### src/scif_cfg.svh
// register map and field constants for the supply comparator flag block
`ifndef SCIF_CFG_SVH
`define SCIF_CFG_SVH
`define SCIF_ADDR_W      8
`define SCIF_OFF_IEN     8'h0C
`define SCIF_OFF_FLAG    8'h10
`define SCIF_OFF_FSET    8'h14
`define SCIF_OFF_FCLR    8'h18
`define SCIF_BIT_EDGE    0
`define SCIF_BIT_DONE    1
`define SCIF_NFLAG       2
`define SCIF_FLAG_RST    2'h0
`define SCIF_ZERO32      32'h0000_0000
`define SCIF_PAD0        30'h0000_0000
`endif

### src/scif_pkg.sv
// types for the supply comparator flag block
`default_nettype none
package scif_pkg;
	typedef struct packed {
		logic       wr;
		logic       rd;
		logic [7:0] addr;
		logic [31:0] wdata;
	} scif_req_t;
	typedef enum logic [1:0] {
		SCIF_LV_LOW  = 2'b00,
		SCIF_LV_HIGH = 2'b01
	} scif_lvl_t;
endpackage
`default_nettype wire

### src/scif_supply_comparator_flags.sv
// interrupt flag set/clear logic for the supply comparator
//
// Our own choice: the address-and-strobe port.
`timescale 1ns/1ps
`default_nettype none
`include "scif_cfg.svh"
// What this block does
// RQ1 - set-register bit 1 sets done flag
// RQ2 - set-register bit 0 sets edge flag
// RQ3 - clear-register bit 1 clears done flag
// RQ4 - clear-register bit 0 clears edge flag
// RQ5 - software writes zero to bits 31:2
// RQ6 - zero bits no effect; set/clear read zero
// RQ7 - flag register shows done and edge
// RQ8 - irq only for enabled set flags
module scif_supply_comparator_flags
	import scif_pkg::*;
(
	// clock and reset
	input  wire logic        clk,
	input  wire logic        sys_rst,
	input  wire logic        clkEn,
	// register port
	input  wire logic [7:0]  regAddr,
	input  wire logic [31:0] regWdata,
	input  wire logic        regWr,
	input  wire logic        regRd,
	output logic      [31:0] regRdata,
	// comparator side
	input  wire logic        cmpOut,
	input  wire logic        warmDone,
	// interrupt
	output logic             irq
);
	scif_req_t req;
	assign req = '{wr: regWr, rd: regRd, addr: regAddr, wdata: regWdata};

	logic [1:0]  flag_q;
	wire logic [1:0] flag_d;
	logic [1:0]  ien_q;
	logic [31:0] rdata_q;
	logic [31:0] rdata_d;
	// pin chains: two synchroniser stages and one history stage
	logic        cmpS1_q;
	logic        cmpS2_q;
	logic        cmpS3_q;
	logic        wrmS1_q;
	logic        wrmS2_q;
	logic        wrmS3_q;

	// comparator pin chain, either edge counts
	always_ff @(posedge clk or posedge sys_rst)
	begin
		if (sys_rst)
		begin
			cmpS1_q <= 1'b0;
			cmpS2_q <= 1'b0;
			cmpS3_q <= 1'b0;
		end
		else if (clkEn)
		begin
			cmpS1_q <= cmpOut;
			cmpS2_q <= cmpS1_q;
			cmpS3_q <= cmpS2_q;
		end
	end

	// warm-up pin chain, only the rising edge counts
	always_ff @(posedge clk or posedge sys_rst)
	begin
		if (sys_rst)
		begin
			wrmS1_q <= 1'b0;
			wrmS2_q <= 1'b0;
			wrmS3_q <= 1'b0;
		end
		else if (clkEn)
		begin
			wrmS1_q <= warmDone;
			wrmS2_q <= wrmS1_q;
			wrmS3_q <= wrmS2_q;
		end
	end

	wire edgeEv = cmpS2_q ^ cmpS3_q;
	wire doneEv = wrmS2_q & ~wrmS3_q;
	wire [1:0] hwSet = {doneEv, edgeEv};
	wire selIen  = req.addr == `SCIF_OFF_IEN;
	wire selFlag = req.addr == `SCIF_OFF_FLAG;
	wire selSet  = req.addr == `SCIF_OFF_FSET;
	wire selClr  = req.addr == `SCIF_OFF_FCLR;
	wire [1:0] swSet = (req.wr && selSet) ? req.wdata[1:0] : 2'h0;
	wire [1:0] swClr = (req.wr && selClr) ? req.wdata[1:0] : 2'h0;
	// decoded register accesses
	wire       ienWr    = req.wr && selIen;
	wire [1:0] ienWdata = req.wdata[`SCIF_NFLAG-1:0];
	wire       rdIen    = req.rd && selIen;
	wire       rdFlag   = req.rd && selFlag;

	// per-flag update: any set beats a clear
	genvar i;
	generate
		for (i = 0; i < `SCIF_NFLAG; i = i + 1)
		begin : g_flag
			assign flag_d[i] = hwSet[i] | swSet[i] | // RQ1 RQ2 RQ7
				(flag_q[i] & ~swClr[i]); // RQ3 RQ4 RQ6
		end
	endgenerate

	// reads: set, clear and unmapped addresses return zero
	assign rdata_d = rdIen  ? {`SCIF_PAD0, ien_q} :
		rdFlag ? {`SCIF_PAD0, flag_q} : // RQ7
		`SCIF_ZERO32; // RQ6

	// flag register
	always_ff @(posedge clk or posedge sys_rst)
	begin
		if (sys_rst)
			flag_q <= `SCIF_FLAG_RST;
		else if (clkEn)
			flag_q <= flag_d;
	end

	// enable register, only the two low bits are stored
	always_ff @(posedge clk or posedge sys_rst)
	begin
		if (sys_rst)
			ien_q <= `SCIF_FLAG_RST;
		else if (clkEn && ienWr)
			ien_q <= ienWdata; // RQ8
	end

	// read data stands for one clock-enabled cycle only, and holds while clkEn is low
	always_ff @(posedge clk or posedge sys_rst)
	begin
		if (sys_rst)
			rdata_q <= `SCIF_ZERO32;
		else if (clkEn)
			rdata_q <= rdata_d;
	end

	assign regRdata = rdata_q;
	assign irq = |(flag_q & ien_q); // RQ8

	// register write, read and comparator edge checks
	a_set_done: assert property (@(posedge clk) disable iff (sys_rst) // RQ1
		clkEn && regWr && selSet && regWdata[`SCIF_BIT_DONE]
		|=> flag_q[`SCIF_BIT_DONE])
		else $error("done flag not set");
	a_set_edge: assert property (@(posedge clk) disable iff (sys_rst) // RQ2
		clkEn && regWr && selSet && regWdata[`SCIF_BIT_EDGE]
		|=> flag_q[`SCIF_BIT_EDGE])
		else $error("edge flag not set");
	a_clr_done: assert property (@(posedge clk) disable iff (sys_rst) // RQ3
		clkEn && regWr && selClr && regWdata[`SCIF_BIT_DONE] && !doneEv
		|=> !flag_q[`SCIF_BIT_DONE])
		else $error("done flag not cleared");
	a_clr_edge: assert property (@(posedge clk) disable iff (sys_rst) // RQ4
		clkEn && regWr && selClr && regWdata[`SCIF_BIT_EDGE] && !edgeEv
		|=> !flag_q[`SCIF_BIT_EDGE])
		else $error("edge flag not cleared");
	a_zero_keeps: assert property (@(posedge clk) disable iff (sys_rst) // RQ6
		clkEn && regWr && (selSet || selClr) && regWdata[1:0] == 2'h0
		&& hwSet == 2'h0 |=> flag_q == $past(flag_q))
		else $error("zero write changed flags");
	a_setclr_readz: assert property (@(posedge clk) disable iff (sys_rst) // RQ6
		clkEn && regRd && (selSet || selClr) |=> regRdata == `SCIF_ZERO32)
		else $error("set or clear register read nonzero");
	a_flag_read: assert property (@(posedge clk) disable iff (sys_rst) // RQ7
		clkEn && regRd && selFlag |=> regRdata == {30'h0, $past(flag_q)})
		else $error("flag read mismatch");
	a_edge_hw: assert property (@(posedge clk) disable iff (sys_rst) // RQ7
		clkEn && (cmpS2_q != cmpS3_q) |=> flag_q[`SCIF_BIT_EDGE])
		else $error("comparator edge lost");
	a_irq_gate: assert property (@(posedge clk) disable iff (sys_rst) // RQ8
		clkEn && regWr && selClr
		&& (flag_q & ~regWdata[1:0] & ien_q) == 2'h0
		&& (hwSet & ien_q) == 2'h0 |=> !irq)
		else $error("irq stays after clearing enabled flags");
	a_irq_on_set: assert property (@(posedge clk) disable iff (sys_rst) // RQ8
		clkEn && regWr && selSet && (regWdata[1:0] & ien_q) != 2'h0
		|=> irq)
		else $error("irq missing after enabled flag set");

	// enable register and read data
	a_ien_write: assert property (@(posedge clk) disable iff (sys_rst) // RQ8
		clkEn && regWr && selIen |=> ien_q == $past(regWdata[1:0]))
		else $error("enable write lost");
	a_ien_read: assert property (@(posedge clk) disable iff (sys_rst) // RQ8
		clkEn && regRd && selIen
		|=> regRdata == {`SCIF_PAD0, $past(ien_q)})
		else $error("enable read mismatch");
	a_rd_unmapped: assert property (@(posedge clk) disable iff (sys_rst) // RQ6
		clkEn && regRd && !selIen && !selFlag
		|=> regRdata == `SCIF_ZERO32)
		else $error("write-only or unmapped read nonzero");
	a_rdata_idle: assert property (@(posedge clk) disable iff (sys_rst)
		clkEn && !regRd |=> regRdata == `SCIF_ZERO32)
		else $error("read data outlived its cycle");

	// pin events, no spurious flags, clock enable
	a_done_hw: assert property (@(posedge clk) disable iff (sys_rst) // RQ7
		clkEn && wrmS2_q && !wrmS3_q |=> flag_q[`SCIF_BIT_DONE])
		else $error("warm-up done event lost");
	a_done_quiet: assert property (@(posedge clk) disable iff (sys_rst) // RQ7
		clkEn && !flag_q[`SCIF_BIT_DONE] && !doneEv
		&& !swSet[`SCIF_BIT_DONE] |=> !flag_q[`SCIF_BIT_DONE])
		else $error("done flag set without cause");
	a_edge_quiet: assert property (@(posedge clk) disable iff (sys_rst) // RQ7
		clkEn && !flag_q[`SCIF_BIT_EDGE] && !edgeEv
		&& !swSet[`SCIF_BIT_EDGE] |=> !flag_q[`SCIF_BIT_EDGE])
		else $error("edge flag set without cause");
	a_freeze_hold: assert property (@(posedge clk) disable iff (sys_rst)
		!clkEn |=> flag_q == $past(flag_q) && ien_q == $past(ien_q)
		&& regRdata == $past(regRdata))
		else $error("state moved while clock enable low");

	// main scenarios
	c_set_done: cover property (@(posedge clk) disable iff (sys_rst)
		regWr && selSet && regWdata[`SCIF_BIT_DONE] ##1 irq);
	c_clr_flag: cover property (@(posedge clk) disable iff (sys_rst)
		flag_q[0] && regWr && selClr && regWdata[0] ##1 !flag_q[0]);
	c_edge_irq: cover property (@(posedge clk) disable iff (sys_rst)
		edgeEv && ien_q[0] ##1 irq);
	c_set_wins: cover property (@(posedge clk) disable iff (sys_rst)
		edgeEv && regWr && selClr && regWdata[0] ##1 flag_q[0]);
	c_freeze: cover property (@(posedge clk) disable iff (sys_rst)
		!clkEn && regWr);
endmodule
`default_nettype wire

### config.mk
export PLATFORM = sky130hd
export DESIGN_NAME = scif_supply_comparator_flags
export DESIGN_NICKNAME = d
export VERILOG_FILES = /design/src/scif_pkg.sv /design/src/scif_supply_comparator_flags.sv
export VERILOG_INCLUDE_DIRS = /design/src
export SDC_FILE = /design/constraint.sdc
export NUM_CORES = 1
export LEC_CHECK = 0
export BUFFER_PORTS_ARGS = -buffer_cell sky130_fd_sc_hd__buf_2
export CORE_UTILIZATION = 30
export DETAILED_ROUTE_END_ITERATION = 7
export PLACE_DENSITY = 0.66
export SLEW_MARGIN = 10
export SYNTH_ARGS = -nofsm -noshare
export SYNTH_HDL_FRONTEND = slang
export SYNTH_SLANG_ARGS = --single-unit
### constraint.sdc
create_clock -name clk -period 1.55 [get_ports clk]
set_input_delay 0.2325 -clock clk [delete_from_list [all_inputs] [get_ports clk]]
set_output_delay 0.2325 -clock clk [all_outputs]
set_load 0.005 [all_outputs]
Word-level counts from Yosys, hierarchy flattened
Cells that the tools add are included.
- bits in registers: 42
- latch bits: 0
- bits in writable memories: 0
- ROM bits: 0
- input port bits: 47
- output and inout bits: 33
- logic and storage cells: 36
- memories kept: 0
- add/sub/neg operators: 0
- $mul: 0
- divide/modulo/power cells: 0
- order comparisons: 0
- equal/unequal tests: 4
- shift operators: 0
- mux-type cells: 4
- bitwise logic cells: 12
- reduce and logical (&&, ||, !) cells: 7
- operator list (cell ; number):
    8-bit by 5-bit == test with 1-bit output, second input constant ; 3
    8-bit by 4-bit == test with 1-bit output, second input constant ; 1
    2-bit 2-to-1 mux ; 4
    1-bit logical AND ; 6
    1-bit OR ; 4
    1-bit AND ; 3
    1-bit NOT ; 3
    2-bit AND ; 1
    2-bit OR reduction ; 1
    1-bit XOR ; 1

Logic depth before layout (Yosys ltp)
- word-level depth: 6
- depth in mapped cells: 4
- gate-level depth less buffers: 3

Worst setup path after synthesis
OpenSTA, ideal clock, no wires.
- path kind: input port to flip-flop
- start point: in regAddr[5]
- end point: reg rdata_q[0], in the netlist regRdata[0]
- setup time: 0.066 ns
- data arrival time: 1.168 ns
- required time: 1.484 ns
- path slack: 0.316 ns
- cell stages on the path: 3
- path buffers: 0
- cell sequence: or4_4 -> nor4b_4 -> a221o_1
- cells in the longest elaborated chain, start to end: 4
- elaborated cells between the ends (all ways): 6
- those cells by class: 2 x eq/ne; 2 x mux; 2 x reduce/logical
- ends and longest elaborated chain (item ; RTL line ; RTL):
    from (decl) ; scif_supply_comparator_flags.sv:24 ; input wire logic [7:0] regAddr,
    8-bit by 5-bit == test with 1-bit output (no source line) ; - ;
    1-bit logical AND ; scif_supply_comparator_flags.sv:98 ; wire rdFlag = req.rd && selFlag;
    2-bit 2-to-1 mux (no source line) ; - ;
    2-bit 2-to-1 mux (no source line) * ; - ;
    to (signal assigned) ; scif_supply_comparator_flags.sv:137 ; rdata_q <= `SCIF_ZERO32;
    to (signal assigned) ; scif_supply_comparator_flags.sv:139 ; rdata_q <= rdata_d;
    to (decl) ; scif_supply_comparator_flags.sv:41 ; logic [31:0] rdata_q;
Every way passes the cells marked *; elsewhere a longest branch is shown, timed or not.
A chain may end at the register's enable or synchronous reset.

Worst setup path after layout
- start point: reg flag_q[0]
- end point: out irq
- cells in the longest elaborated chain, start to end: 2
- ends and longest elaborated chain (item ; RTL line ; RTL):
    from (decl) ; scif_supply_comparator_flags.sv:38 ; logic [1:0] flag_q;
    from (signal assigned) ; scif_supply_comparator_flags.sv:119 ; flag_q <= `SCIF_FLAG_RST;
    from (signal assigned) ; scif_supply_comparator_flags.sv:121 ; flag_q <= flag_d;
    2-bit AND ; scif_supply_comparator_flags.sv:143 ; assign irq = |(flag_q & ien_q);
    2-bit OR reduction ; scif_supply_comparator_flags.sv:143 ;
    to (decl) ; scif_supply_comparator_flags.sv:33 ; output logic irq
No other way between the ends.

==> reports/results.tsv <==
metric	value	unit
Worst Path Max Fanout	3	
largest area contributor in the netlist	dfrtp_1	
leak pwr	0.456	nW
skew final	0.00783	ns
ant diodes	0	
Power Density	779	nW/um2
Seq pwr share	49.8	%
commonest cells in the netlist	30 x buf_4, 12 x dfrtp_1, 7 x mux2_2, 4 x a221o_1, 4 x nor2b_1	
1st-iter DRT viols	2	
CTS tree	yes	
deepest level of the CTS H-tree	1	
dpl cells	127	
Post-CTS Setup Inserts	0	
worst r2r src	cmpS3_q	
reg2reg end	flag_q[0]	
remaining global-route overflow	0	
status	finished clean	
core box area	2570	um2
Hold Path Stages	2	
Post-Synth XOR/XNOR Area	1.03	%
post-cts sizing count	0	
fmax	788	MHz
mux share of post-synthesis cell area	9.28	%
Primary FF master, synth	dfrtp_1	
DR pass1 iterations	2	
vias in the first global route	517	
critical path type	register to output pin	
share of flip-flops with an asynchronous set or reset	100	%
RSZ-0062 raised after global routing	no	
CTS Buf Count	3	
Setup crit start kind	register	
GP Congestion	0.712	
Req. time, crit path	1.32	ns
Post-Synth Simple-Gate Area	18.9	%
via count	563	
Reg2Reg Depth	3	
crit path time final	1.27	ns
CP endpoint kind	output pin	
Skew-Pair Late Insertion Delay	0.27	ns
synth warn	0	
fin nets	150	
count leader, synth	buf_4	
Sink Count	12	
Post-Syn Area	850	um2
largest family of logic cells by synthesized area	buffers and inverters	
Die H	55.2	um
area share of fa/ha/maj cells after synthesis	0	%
post-synthesis area per instance	10.8	um2
Final Setup Violations	0	
Synth cell types	23	
Comb power frac	15.7	%
Int Pwr	0.000532	W
cell area after layout	908	um2
fillcell total	266	
final WL	1310	um
Clk pwr share	34.6	%
Site Rows	18	
DRC Markers	0	
Area after DPL	862	um2
Die Wd	55.2	um
post-synthesis cell count	79	
setup TNS	0	ns
reg2reg setup slack	0.46	ns
period utilization	81.9	%
Final WS setup	0.281	ns
Setup Slack @ Placement	0.143	ns
share of the synthesized area in the top cell type	35.3	%
vias per cell	4.27	
post-DP HPWL	1100	um
Root Buffer	clkbuf_4	
Power Total	0.000708	W
area of the die	3050	um2
Seq/Total Area, Yosys	35.3	%
first-pass GRT wire length	2210	um
Ports	80	
HP Start	warmDone	
VDD IR max	0.725	mV
Switching Share	24.9	%
Worst-path clk slew	0.08	ns
min-delay worst type	input port to register	
Post-synth EDFFs	0	
Post-Layout Cell Count	132	
Synth area leaders	dfrtp_1 35%, buf_4 27%, mux2_2 9.3%	
fin. max-slew vios	0	
largest net degree at the start of global routing	13	
layout cell share with drive strength beyond 1	34.3	%
Yosys reg bits	12	
PortBufs	19	
Initial Utilization	33.1	%
final hold vios	0	
Final ANT Viol Nets	0	
Max Cap Viol	0	
GRT Resource Usage Total	9.23	%
initial antenna violation count	0	
Psw	0.000176	W
Synth Area in Compound Gates	6.33	%
Longest Clk Path Bufs	2	
Hold Path End	wrmS1_q	
CP arrival	1.04	ns
WL/cell	9.95	um
area added between synthesis and finish	6.92	%
-- flip-flops by register name, indices dropped and copies added (netlist names) --
register and count:
cmpS1_q 1, cmpS2_q 1, cmpS3_q 1, flag_q 2
ien_q 2, regRdata 2, wrmS1_q 1, wrmS2_q 1
wrmS3_q 1
-- worst max path at each step --
| stage | from | to | slack [ns] | cells past startpoint |
|---|---|---|---|---|
| after floorplan | regAddr[5] | regRdata[0] | 0.32 | 3 |
| after detailed placement | regAddr[5] | flag_q[0] | 0.14 | 4 |
| after global routing | flag_q[0] | irq | 0.22 | 2 |
| final | flag_q[0] | irq | 0.28 | 2 |
| after CTS | flag_q[0] | irq | 0.26 | 2 |
| after global placement | regAddr[5] | ien_q[1] | 0.15 | 4 |
-- layout by cell type (no fill, tap or decap), drive strengths merged --
cell type | Yosys | final
and2 | 1 | 1
nor3 | 1 | 1
nand4bb | 1 | 1
conb | 1 | 30
a22o | 1 | 1
mux2 | 7 | 7
buf | 31 | 20
nor4bb | 1 | 1
nand2 | 2 | 2
o21ai | 1 | 1
nand4 | 3 | 3
inv | 2 | 2
dfrtp | 12 | 12
nor2 | 1 | 1
xor2 | 1 | 1
or4 | 1 | 1
clkbuf | 0 | 4
nor2b | 4 | 4
and4 | 1 | 1
dlygate4sd3 | 0 | 1
nor4b | 3 | 3
a221o | 4 | 4
-- power by group through the flow --
stage	Sequential, W	Combinational [W]	Clock [W]
after floorplan	0.000354	0.000126	0
after global placement	0.000356	0.000106	0
after detailed placement	0.000358	0.000109	0
after CTS	0.000352	0.000112	0.000254
after global routing	0.000355	0.000125	0.000275
final	0.000352	0.000111	0.000245
-- stage by stage --
stage | hold slack, ns | util, %
3_3_place_gp | 0.249 | 33.6
3_5_place_dp | 0.261 | 33.6
4_1_cts | 0.190 | 35.4
2_1_floorplan | 0.0972 | -
6_report | 0.196 | 35.4
5_1_grt | 0.184 | 35.4
-- cells by family after synthesis --
kind of cell	Yosys count
other	1
muxes	7
DFF	12
AOI/OAI and AO/OA	6
buffers and inverters	33
xor gates and xnor gates	1
and+or+nand+nor	19
-- cell type report --
cell class	count	area, um2	area share [%]
Clock buffer	4	36.3	3.99
Inverter	2	7.51	0.826
Multi-Input combinational cell	63	414	45.6
Sequential cell	12	300	33.1
Tap cell	30	37.5	4.13
Timing Repair Buffer	21	113	12.4
-- metal layers --
layer / global-route usage, % / vias to the layer above / wire (um) / part of all wire (%)
met2: 15.3 / 37 / 635 / 48
met3: 4.68 / 2 / 126 / 9.6
li1: - / 263 / - / -
met4: 2.14 / 0 / 6 / 0.46
met5: 0 / - / 0 / 0
met1: 10.6 / 261 / 544 / 41
-- timing repair --
action,in CTS,in global routing
hold buffers,1,0
endpoints found under the hold margin,12,0
setup endpoints to repair,0,0
-- critical path, stage by stage, from the launching register on --
cell     delay, ns
dfrtp_1       0.40
a22o_1        0.24
buf_2         0.12
(Power assumes the default switching activity.)
